[config.mk]
export PLATFORM = sky130hd
export DESIGN_NAME = rcc_reset_cause_collector
export DESIGN_NICKNAME = d
export VERILOG_FILES = /design/src/rcc_pkg.sv /design/src/rcc_reset_cause_collector.sv
export SDC_FILE = /design/constraint.sdc
export NUM_CORES = 1
export LEC_CHECK = 0
export BUFFER_PORTS_ARGS = -buffer_cell sky130_fd_sc_hd__buf_4
export CAP_MARGIN = 20
export CORE_MARGIN = 10
export CORE_UTILIZATION = 48
export CTS_BUF_LIST = sky130_fd_sc_hd__clkbuf_8
export CTS_CLUSTER_SIZE = 40
export DETAILED_ROUTE_END_ITERATION = 12
export PLACE_DENSITY = 0.88
export SLEW_MARGIN = 40
export SYNTH_ARGS = -nofsm -noshare
export SYNTH_HDL_FRONTEND = slang
export SYNTH_SLANG_ARGS = --single-unit
[constraint.sdc]
create_clock -name pclk -period 2.79 [get_ports pclk]
set_input_delay 0.4185 -clock pclk [delete_from_list [all_inputs] [get_ports pclk]]
set_output_delay 0.4185 -clock pclk [all_outputs]
set_load 0.02 [all_outputs]
[src/rcc_pkg.sv]
// Purpose: Shared constants and types for the reset cause collector
// Assumes: 32-bit APB data, 16-bit cause register in the low half
// Notes: Offsets are byte addresses of aligned words
package rcc_pkg;
    localparam int unsigned ADDR_W = 12;
    localparam logic [11:0] OFF_STATUS = 12'h000;
    localparam logic [11:0] OFF_LIVE = 12'h004;

    // Cause register field positions
    localparam int unsigned BIT_POR = 0;
    localparam int unsigned BIT_BOR = 1;
    localparam int unsigned BIT_IDLE = 2;
    localparam int unsigned BIT_SLEEP = 3;
    localparam int unsigned BIT_WATCHDOG_TIMEOUT_FLAG = 4;
    localparam int unsigned BIT_SOFT_WATCHDOG_ENABLE = 5;
    localparam int unsigned BIT_SWR = 6;
    localparam int unsigned BIT_EXTERNAL_PIN_FLAG = 7;
    localparam int unsigned BIT_SLEEP_REGULATOR_KEEP = 8;
    localparam int unsigned BIT_CM = 9;
    localparam int unsigned BIT_VREGSF = 11;
    localparam int unsigned BIT_IOPU = 14;
    localparam int unsigned BIT_TRAP = 15;

    localparam logic [15:0] STATUS_POR_VAL = 16'h0003;
    localparam logic [15:0] STATUS_MASK = 16'hCBFF;
    localparam logic [1:0] WDT_CFG_UNPROG = 2'h3;
    localparam logic [2:0] OSC_RESET_VAL = 3'h0;

    // Reset request sources, all active high levels or pulses
    typedef struct packed {
        logic brownout;
        logic master_clear;
        logic soft_reset;
        logic watchdog_timeout;
        logic config_mismatch;
        logic trap_conflict;
        logic illegal_opcode;
        logic uninit_w_pointer;
        logic security_violation;
    } rcc_src_t;

    // Power state events, one-cycle pulses on wake-up
    typedef struct packed {
        logic sleep_wake;
        logic idle_wake;
    } rcc_pwr_t;
endpackage : rcc_pkg

[src/rcc_reset_cause_collector.sv]
// Purpose: Combines reset sources into one system reset, records cause
// Assumes: presetn is the power-on reset; sources synchronous to pclk
// Notes: Cause register at 0x000, live status at 0x004, zero wait states
//
// Overview of operation
// - Any active source asserts system reset output
// - Accept all nine reset source kinds
// - Each reset kind sets a flag; the three illegal kinds share bit 14
// - Power-on clears register, sets bits one, zero
// - Software sets/clears bits; no reset results
// - Every reset loads fuse oscillator select
// - Trap conflict resets, sets bit 15
// - Illegal opcode/pointer/security resets, sets flag
// - External pin reset sets bit 7
// - Reset instruction resets, sets bit 6
// - Watchdog time-out sets bit 4
// - Bit 5 enables or disables watchdog
// - Unprogrammed watchdog config forces watchdog on
// - Wake from Sleep sets bit 3
// - Wake from Idle sets bit 2
// - Brown-out reset sets bit 1
// - Power-on reset sets bit 0
// - Bit 8 keeps regulator active in Sleep
`timescale 1ns/1ps
module rcc_reset_cause_collector #(
    parameter int unsigned ADDR_W = rcc_pkg::ADDR_W
) (
    input wire logic pclk,
    input wire logic presetn,
    input wire logic psel,
    input wire logic penable,
    input wire logic pwrite,
    input wire logic [ADDR_W-1:0] paddr,
    input wire logic [31:0] pwdata,
    input wire logic [3:0] pstrb,
    output logic [31:0] prdata,
    output logic pready,
    output logic pslverr,
    input wire rcc_pkg::rcc_src_t reset_src,
    input wire rcc_pkg::rcc_pwr_t pwr_evt,
    input wire logic [2:0] fuse_osc_select,
    input wire logic [1:0] watchdog_config_field,
    output logic system_reset_out,
    output logic [2:0] new_osc_select,
    output logic watchdog_enable,
    output logic sleep_regulator_keep,
    output logic flash_regulator_keep
);

    logic [15:0] status;
    logic [15:0] next_status;
    logic [15:0] set_mask;
    logic por_pending;
    logic src_any;
    logic illegal_any;
    logic wr_status;
    logic rd_setup;
    logic [31:0] next_rdata;

    // Decode of a word address against a register offset
    function automatic logic addr_hit(input logic [ADDR_W-1:0] a,
                                      input logic [11:0] off);
        addr_hit = (a[ADDR_W-1:2] == off[ADDR_W-1:2]);
    endfunction : addr_hit

    function automatic logic addr_mapped(input logic [ADDR_W-1:0] a);
        addr_mapped = addr_hit(a, rcc_pkg::OFF_STATUS) ||
                      addr_hit(a, rcc_pkg::OFF_LIVE);
    endfunction : addr_mapped

    // Illegal-condition group
    assign illegal_any = reset_src.illegal_opcode |
                         reset_src.uninit_w_pointer |
                         reset_src.security_violation;

    assign src_any = |reset_src;

    // Power-on pending until first edge after release
    always_ff @(posedge pclk or negedge presetn) begin
        if (!presetn) begin
            por_pending <= 1'b1;
        end else begin
            por_pending <= 1'b0;
        end
    end

    // System reset: held through power-on, follows any source
    always_ff @(posedge pclk or negedge presetn) begin
        if (!presetn) begin
            system_reset_out <= 1'b1;
        end else begin
            system_reset_out <= src_any;
        end
    end

    // Fuse oscillator select loaded on every reset
    always_ff @(posedge pclk or negedge presetn) begin
        if (!presetn) begin
            new_osc_select <= rcc_pkg::OSC_RESET_VAL;
        end else if (por_pending || src_any) begin
            new_osc_select <= fuse_osc_select;
        end
    end

    // Hardware set events, one flag per source; the three illegal sources share bit 14
    always_comb begin
        set_mask = 16'h0000;
        set_mask[rcc_pkg::BIT_TRAP] = reset_src.trap_conflict;
        set_mask[rcc_pkg::BIT_IOPU] = illegal_any;
        set_mask[rcc_pkg::BIT_CM] = reset_src.config_mismatch;
        set_mask[rcc_pkg::BIT_EXTERNAL_PIN_FLAG] = reset_src.master_clear;
        set_mask[rcc_pkg::BIT_SWR] = reset_src.soft_reset;
        set_mask[rcc_pkg::BIT_WATCHDOG_TIMEOUT_FLAG] = reset_src.watchdog_timeout;
        set_mask[rcc_pkg::BIT_SLEEP] = pwr_evt.sleep_wake;
        set_mask[rcc_pkg::BIT_IDLE] = pwr_evt.idle_wake;
        set_mask[rcc_pkg::BIT_BOR] = reset_src.brownout;
    end

    assign wr_status = psel && penable && pwrite &&
                       addr_hit(paddr, rcc_pkg::OFF_STATUS);
    assign rd_setup = psel && !penable && !pwrite;

    // Software write by byte lane, then hardware set wins
    always_comb begin
        next_status = status;
        if (wr_status) begin
            if (pstrb[0]) begin
                next_status[7:0] = pwdata[7:0];
            end
            if (pstrb[1]) begin
                next_status[15:8] = pwdata[15:8];
            end
        end
        next_status = (next_status | set_mask) & rcc_pkg::STATUS_MASK;
    end

    always_ff @(posedge pclk or negedge presetn) begin
        if (!presetn) begin
            status <= rcc_pkg::STATUS_POR_VAL;
        end else begin
            status <= next_status;
        end
    end

    // Watchdog enable: software bit or unprogrammed configuration
    always_ff @(posedge pclk or negedge presetn) begin
        if (!presetn) begin
            watchdog_enable <= 1'b0;
        end else begin
            watchdog_enable <= status[rcc_pkg::BIT_SOFT_WATCHDOG_ENABLE] ||
                (watchdog_config_field == rcc_pkg::WDT_CFG_UNPROG);
        end
    end

    assign sleep_regulator_keep = status[rcc_pkg::BIT_SLEEP_REGULATOR_KEEP];
    assign flash_regulator_keep = status[rcc_pkg::BIT_VREGSF];

    // APB read data captured in setup phase
    always_comb begin
        next_rdata = 32'h00000000;
        if (addr_hit(paddr, rcc_pkg::OFF_STATUS)) begin
            next_rdata = {16'h0000, status};
        end else if (addr_hit(paddr, rcc_pkg::OFF_LIVE)) begin
            next_rdata = {16'h0000, 3'h0, new_osc_select, reset_src,
                          watchdog_enable};
        end
    end

    always_ff @(posedge pclk or negedge presetn) begin
        if (!presetn) begin
            prdata <= 32'h00000000;
        end else if (rd_setup) begin
            prdata <= next_rdata;
        end
    end

    assign pready = 1'b1;
    assign pslverr = psel && penable && (!addr_mapped(paddr) ||
                     (pwrite && addr_hit(paddr, rcc_pkg::OFF_LIVE)));
endmodule : rcc_reset_cause_collector

# After elaboration in Yosys (flattened, before gate mapping)
# Index checks and enable logic that the tools add are counted.
op_classes:
  n_eq_ne: 2
  muxes: 5
  bitwise_logic: 3
  n_reduce_logical: 16
op_table:
  columns: ["op", "count"]
  rows:
  - ["$mux W16", 2]
  - ["$mux W8", 2]
  - ["$or A16 B16 Y16", 1]
  - ["$mux W13", 1]
  - ["$eq A10 B1 Y1 const B", 1]
  - ["$logic_not A10 Y1", 1]
  - ["$reduce_or A9 Y1", 1]
  - ["$logic_and A1 B1 Y1", 7]
  - ["$logic_or A1 B1 Y1", 4]
  - ["$logic_not A1 Y1", 3]
  - ["$eq A2 B2 Y1 const B", 1]
  - ["$or A1 B1 Y1", 2]
word_totals:
  register_bits: 51
  out_inout_bits: 41
  word_cells: 32

# Logic depth before layout (Yosys ltp)
# Gate-level depths: netlist (run 1).
depth:
  depth_word: 5
  depth_mapped: 5

# Worst setup path before layout (run 1)
# OpenSTA, ideal clock, no wires.
synth_timing:
  kind: "input port to output port"
  start: "in paddr[11]"
  end: "out pslverr"
  t_arrival_ns: 1.201
  required_ns: 2.372
  setup_slack_ns: 1.170
  cell_stages: 3
  path_buffers: 1
  cell_sequence: "nor4_4 > buf_2 > a31oi_1"
synth_via:
  elab_chain_cells: 5
  word_cells_on_any_way: 7
synth_lines:
  columns: ["item", "line", "rtl"]
  rows:
  - ["start, declared", "rcc_reset_cause_collector.sv:33", "input wire logic [ADDR_W-1:0] paddr,"]
  - ["$eq A10 B1 Y1 or $logic_not A10 Y1 (tied branches)", "rcc_reset_cause_collector.sv:63", "addr_hit = (a[ADDR_W-1:2] == off[ADDR_W-1:2]);"]
  - ["$logic_or A1 B1 Y1", "rcc_reset_cause_collector.sv:67", "addr_mapped = addr_hit(a, rcc_pkg::OFF_STATUS) ||"]
  - ["$logic_not A1 Y1", "rcc_reset_cause_collector.sv:178", "assign pslverr = psel && penable && (!addr_mapped(paddr) ||"]
  - ["$logic_or A1 B1 Y1 *", "rcc_reset_cause_collector.sv:178", null]
  - ["$logic_and A1 B1 Y1 *", "rcc_reset_cause_collector.sv:178", null]
  - ["end, declared", "rcc_reset_cause_collector.sv:38", "output logic pslverr,"]
# Mark *: on every way between the ends. The rest lies on a longest branch, timed or not.

# Final worst setup path (run 1)
layout_timing:
  start: "in paddr[11]"
  end: "reg prdata[4]"
layout_via:
  elab_chain_cells: 3
  word_cells_on_any_way: 4
layout_lines:
  columns: ["item", "line", "rtl"]
  rows:
  - ["$eq A10 B1 Y1", "rcc_reset_cause_collector.sv:63", null]
  - ["$mux W13", "rcc_reset_cause_collector.sv:163", "end else if (addr_hit(paddr, rcc_pkg::OFF_LIVE)) begin"]
  - ["$mux W16 *", "rcc_reset_cause_collector.sv:161", "if (addr_hit(paddr, rcc_pkg::OFF_STATUS)) begin"]
  - ["end signal, assigned", "rcc_reset_cause_collector.sv:173", "prdata <= next_rdata;"]
  - ["end, declared", "rcc_reset_cause_collector.sv:36", "output logic [31:0] prdata,"]
# Marked as above.
# A chain may end at the register's enable or synchronous reset.

==> results of run 1 <==
layer usage:
metal  share of wire, %  GRT usage (%)
met1                 37           15.8
met2                 52           25.5
met3                8.4           5.68
met4                2.5           6.75
met5                  0              0
worst max-delay path by stage:
stage / startpoint / endpoint / slack, ps / cells past startpoint
final: paddr[11] / prdata[4] / 840 / 4
after global routing: paddr[11] / prdata[4] / 750 / 4
after CTS: paddr[11] / prdata[4] / 850 / 4
after detailed placement: paddr[11] / prdata[4] / 570 / 4
after global placement: paddr[11] / prdata[4] / 620 / 4
after floorplan: paddr[11] / pslverr / 1170 / 3
cell families (layout without fill, tap and decap cells):
family | count (synthesis) | after routing | synth area share, %
other cells | 2 | 19 | 0.414
flops | 34 | 34 | 47.2
compound gates | 28 | 28 | 11.9
simple gates | 52 | 52 | 18.6
mux | 7 | 7 | 4.76
buf+inv | 57 | 106 | 17.1
layout make-up:
| cell class | instances | area, um^2 | share of cell area, % |
|---|---|---|---|
| well taps | 48 | 60.1 | 2.56 |
| clock buffers | 6 | 82.6 | 3.52 |
| clock inverters | 2 | 8.76 | 0.373 |
| multi-input cells | 106 | 711 | 30.3 |
| repair buffers | 70 | 526 | 22.4 |
| inverters | 28 | 105 | 4.48 |
| flip-flops and latches | 34 | 856 | 36.4 |
Yosys cell counts:
library cell / instances / area [um^2]
sky130_fd_sc_hd__a211oi_1: 1 / 7.51
sky130_fd_sc_hd__a31oi_1: 1 / 6.26
sky130_fd_sc_hd__a41oi_1: 2 / 17.5
sky130_fd_sc_hd__and4_1: 4 / 35.0
sky130_fd_sc_hd__buf_2: 8 / 40.0
sky130_fd_sc_hd__buf_4: 19 / 143
sky130_fd_sc_hd__buf_6: 2 / 22.5
sky130_fd_sc_hd__conb_1: 2 / 7.51
sky130_fd_sc_hd__dfrtp_1: 30 / 751
sky130_fd_sc_hd__dfstp_2: 4 / 105
sky130_fd_sc_hd__inv_1: 28 / 105
sky130_fd_sc_hd__mux2_2: 5 / 56.3
sky130_fd_sc_hd__mux2_4: 2 / 30.0
sky130_fd_sc_hd__nand2_1: 18 / 67.6
sky130_fd_sc_hd__nand3_1: 2 / 10.0
sky130_fd_sc_hd__nand4_1: 8 / 50.1
sky130_fd_sc_hd__nand4_2: 1 / 12.5
sky130_fd_sc_hd__nand4b_1: 1 / 8.76
sky130_fd_sc_hd__nor2_1: 1 / 3.75
sky130_fd_sc_hd__nor3_1: 2 / 10.0
sky130_fd_sc_hd__nor3_2: 1 / 10.0
sky130_fd_sc_hd__nor3b_1: 2 / 15.0
sky130_fd_sc_hd__nor4_1: 1 / 6.26
sky130_fd_sc_hd__nor4_4: 1 / 21.3
sky130_fd_sc_hd__nor4b_1: 9 / 78.8
sky130_fd_sc_hd__o211ai_1: 7 / 52.6
sky130_fd_sc_hd__o21ai_0: 2 / 10.0
sky130_fd_sc_hd__o21ai_1: 2 / 10.0
sky130_fd_sc_hd__o221ai_1: 11 / 96.3
sky130_fd_sc_hd__o31ai_1: 2 / 15.0
sky130_fd_sc_hd__or3b_2: 1 / 8.76
stage by stage:
stage / instance area, um^2 / instances / setup WS [ps]
2_1_floorplan: 1880 / 197 / 1170
3_3_place_gp: 2260 / 286 / 622
3_5_place_dp: 2260 / 286 / 573
4_1_cts: 2350 / 294 / 852
5_1_grt: 2350 / 294 / 747
6_report: 2350 / 294 / 835
critical path: cells and delay by family:
family / cells / cell delay (ps)
buffers and inverters: 1 / 120
and+or+nand+nor: 2 / 1190
AOI/OAI and AO/OA: 1 / 400
flip-flops by register name (all words and copies together), names as in the netlist:
name              cells
status               13
new_osc_select        3
por_pending           1
system_reset_out      1
watchdog_enable       1
prdata               15
power groups by stage:
stage / Sequential (W) / Clock, W / Combinational [W]
global placement: 0.000509 / 0 / 0.000132
floorplan: 0.000514 / 0 / 0.0000751
finish: 0.000500 / 0.000363 / 0.000136
global route: 0.000501 / 0.000394 / 0.000149
CTS: 0.000500 / 0.000370 / 0.000136
detailed placement: 0.000509 / 0 / 0.000135
==> flow_summary.ini, run 1 <==
[floorplan]
row_count = 22
floorplan.initialDensity_pct = 49.5
dieHeight_um = 81.5
core-area_mm2 = 0.00366
pin_count = 110
die-width_um = 81.5
dieArea_mm2 = 0.00663

[power]
cell_internal_pwr_w = 0.000752
vdd.ir_drop.worst_uv = 263
totalPowerFinal_w = 0.00100
power.density_mw_per_mm2 = 426
share_seq_of_total_power_pct = 50.1
swShare_pct = 24.8
power.switching_w = 0.000248
power_frac_clock_pct = 36.3
combinational_group_share_of_total_power_pct = 13.7
power.leakage_nw = 1.19

[clock_tree]
cts-resized-gates = 0
postCtsSetupBuffers = 0
cts_inserted_buffers = 5
path_clk_slew_ps = 60
cell_chosen_for_the_clock_root = sky130_fd_sc_hd__clkbuf_8
cts.path.max_buffers = 2
tritoncts = yes
worstSkewPairLatency_ps = 280
htreeDepth = 2
tritoncts_num_sinks = 34
postCtsHoldBufs = 0

[logic_synthesis]
synth-warning-count = 0
synth_cell_types = 31
ys_seq_elements = 34
syn_area_per_cell_um2 = 10.1
syn-instance-count = 180
synth_seq_area_share_pct = 47.2
netlist_area_before_placement_mm2 = 0.00181

[global_routing]
number_of_antenna_violations_at_the_first_check_in_global_routing = 0
first_global_vias = 1643
grt_usage_pct = 14.8
grt_max_degree = 35
grt_remaining_overflow = 0
grt_pass1_wl_um = 7640

[timing]
setup_viol = 0
whs_ps = 68.3
slew_violations = 0
min_period_over_period_pct = 70.1
timing.max_slew.rel_slack_pct = 59.5
max_clock_freq_mhz = 512
timing.final.crit_period_ps = 1950
worst_slew_pin_slew_ps = 605
fin_worst_skew_ps = 2.67
setup_total_negative_slack_ps = 0
finalHoldViolCount = 0
rsz0062_at_grt = false

[worst_setup_path]
critical_path_peak_fanout = 11
critPathRequiredTime_ps = 2960
critPathCaptureType = flip-flop
cell_with_the_largest_stage_delay_on_the_worst_path = sky130_fd_sc_hd__nand4_1
timing.reg2reg.setup_slack_ps = 1640
worst_reg_to_reg_cells = 2
timing.critical_path.cells = buf_4 -> nor4_4 -> nand4_1 -> o221ai_1
cpPeakStageDelay_ps = 630
r2r-start = por_pending
cp-start-kind = input pin
criticalPathCategory = input pin to flip-flop
worstPathArrival_ps = 2130
r2r-end = new_osc_select[1]

[layout]
number_of_antenna_repair_diodes = 0
drive_above_1_share_pct = 37.4
layout_common_cells = sky130_fd_sc_hd__buf_4, sky130_fd_sc_hd__dfrtp_1, sky130_fd_sc_hd__inv_1, sky130_fd_sc_hd__conb_1, sky130_fd_sc_hd__nand2_1
finish.utilization_pct = 64.1
num-fill-cells = 341
final_net_count = 314
area_delta_synth_final_pct = 29.5
final_common_cell = sky130_fd_sc_hd__buf_4

[detailed_routing]
detail_route.vias_per_cell = 5.26
final_antenna_net_count = 0
drt_wl_total_um = 4890
post-route-drc-count = 0
wire_length_per_cell_after_detailed_routing_um = 16.6
detailroute.via_count = 1547
drtIter0Drc = 161
firstDrtPassIters = 4

[min_path]
hold_path_class = input pin to asynchronous set/reset pin

[place]
gp_congestion = 0.780
io_buffer_count = 68
place_hpwl_um = 3840

[job]
max_cap_viols = 0

[run_status]
run_status = finished, final reports clean
(Power assumes the default switching activity.)
==> run 2, diff against run 1 <==
Settings changed: CORE_UTILIZATION 48 to 44, PLACE_DENSITY 0.88 to 0.81.
Clock period 2.79 ns to 1.94 ns, I/O delays scaled along.
==> run 2 against run 1 <==
Critical path depth increased by 1. First-iteration DRC count down 14%. Clock power is 45% higher. Non-clock buffer count grew 7. Sequential share of layout area fell by 0.87 points. Combinational power rose by 49%. Global-route usage down 1.1 points. Flip-flop and latch count did not move. Core utilization is 4.0 points lower. Final cell count increased by 3.1%. Die area is 6.8% higher. Critical endpoint is now pslverr. Largest cell class unchanged.
==> flow_summary.ini, run 2 (synthesis results as in run 1) <==
[place]
gp_congestion = 0.808
number_of_placed_cells_counting_well_taps = 294
io_buffer_count = 68
place_hpwl_um = 3880

[timing]
timing.final.crit_period_ps = 1530
max_clock_freq_mhz = 653
slew_violations = 0
rsz0062_at_grt = false
fin_worst_skew_ps = 2.90
setup_total_negative_slack_ps = 0
min_period_over_period_pct = 78.9
finalHoldViolCount = 0
setup_viol = 0

[clock_tree]
cts.path.max_buffers = 2
cts_inserted_buffers = 5
path_clk_slew_ps = 60
tritoncts = yes
cts-resized-gates = 0
worstSkewPairLatency_ps = 280
cell_chosen_for_the_clock_root = sky130_fd_sc_hd__clkbuf_8
tritoncts_num_sinks = 34
postCtsSetupBuffers = 0
htreeDepth = 2

[floorplan]
row_count = 23
dieArea_mm2 = 0.00709
floorplan.initialDensity_pct = 45.3
pin_count = 110
core-area_mm2 = 0.00400
dieHeight_um = 84.2
die-width_um = 84.2

[worst_setup_path]
critPathRequiredTime_ps = 1650
criticalPathCategory = input pin to primary output
worstPathArrival_ps = 1240
worst_reg_to_reg_cells = 2
timing.critical_path.to = pslverr
r2r-start = por_pending
timing.reg2reg.setup_slack_ps = 770
r2r-end = new_osc_select[2]
critPathCaptureType = primary output
cp-start-kind = input pin
worst_setup_path_startpoint = paddr[11]
critical_path_peak_fanout = 8

[detailed_routing]
detailroute.via_count = 1536
drtIter0Drc = 138
wire_length_per_cell_after_detailed_routing_um = 16.4
final_antenna_net_count = 0
detail_route.vias_per_cell = 5.07
drt_wl_total_um = 4960
firstDrtPassIters = 4
post-route-drc-count = 0

[power]
power.leakage_nw = 1.22
power.density_mw_per_mm2 = 602
vdd.ir_drop.worst_uv = 446

[layout]
largest_register = prdata
final_net_count = 321
number_of_antenna_repair_diodes = 0
final_common_cell = sky130_fd_sc_hd__buf_4
instances_no_fill = 303
finish.utilization_pct = 60.2
flip_flop_count_of_the_largest_register_all_copies_and_words_added = 15
drive_above_1_share_pct = 38.7
largestRegisters = prdata: 15 flops, status: 13 flops, new_osc_select: 3 flops
layout_common_cells = sky130_fd_sc_hd__buf_4, sky130_fd_sc_hd__dfrtp_1, sky130_fd_sc_hd__inv_1, sky130_fd_sc_hd__conb_1, sky130_fd_sc_hd__nand2_1
area_delta_synth_final_pct = 32.7

[global_routing]
grt_max_degree = 35
grt_remaining_overflow = 0
grt_pass1_wl_um = 8130
first_global_vias = 1652
grt_usage_pct = 13.7
number_of_antenna_violations_at_the_first_check_in_global_routing = 0

[min_path]
hold_path_class = input pin to flip-flop

[run_status]
run_status = finished, final reports clean

[job]
max_cap_viols = 0
==> run 2: how the worst min path moves through the flow <==
stage                        endpoint  slack, ps                      from  cells past startpoint
floorplan           new_osc_select[0]         -5                   presetn                      0
global placement            status[2]        260                   presetn                      1
detailed placement          status[3]        270                   presetn                      1
CTS                   watchdog_enable        200  watchdog_config_field[1]                      3
global route          watchdog_enable        230  watchdog_config_field[1]                      3
finish                watchdog_enable        210  watchdog_config_field[1]                      3
==> run 2: report_power, final <==
part / switching (W) / internal, W
combinational: 0.000112 / 0.0000892
clock: 0.000246 / 0.000281
sequential: 0.00000376 / 0.000716
total: 0.000362 / 0.00109
==> run 2: stage by stage <==
step                      hold WS [ps]  cell area (um^2)  total power [W]  setup slack (ps)
after floorplan                  -4.59              1880         0.000847               521
after global placement             258              2300         0.000928               194
after detailed placement           265              2300         0.000932               163
after CTS                          204              2410          0.00146               415
after global routing               225              2410          0.00151               359
final                              206              2410          0.00145               409
==> run 2: layer usage <==
layer,track usage (%),vias to the layer above,share of wire [%]
li1,-,741,-
met1,16.0,746,41
met2,23.9,44,53
met3,4.06,5,5.4
met4,3.65,0,1.1
met5,0,-,0
==> run 2: worst max-delay path, stage by stage <==
cell,delay [ps]
sky130_fd_sc_hd__buf_4,120
sky130_fd_sc_hd__nor4_4,360
sky130_fd_sc_hd__buf_4,230
sky130_fd_sc_hd__a31oi_1,80
sky130_fd_sc_hd__buf_4,160
==> run 2: cell type report <==
class                   instances  area (um^2)
clock inverters                 2         8.76
fillers                       356         1590
repair buffers                 77          581
clock buffers                   6         82.6
well taps                      50         62.6
inverters                      28          105
multi-input cells             106          711
flip-flops and latches         34          856
==> run 2: what timing repair did <==
action	CTS	global route
hold endpoints to repair	30	0
setup endpoints to repair	0	0
hold buffers	1	0
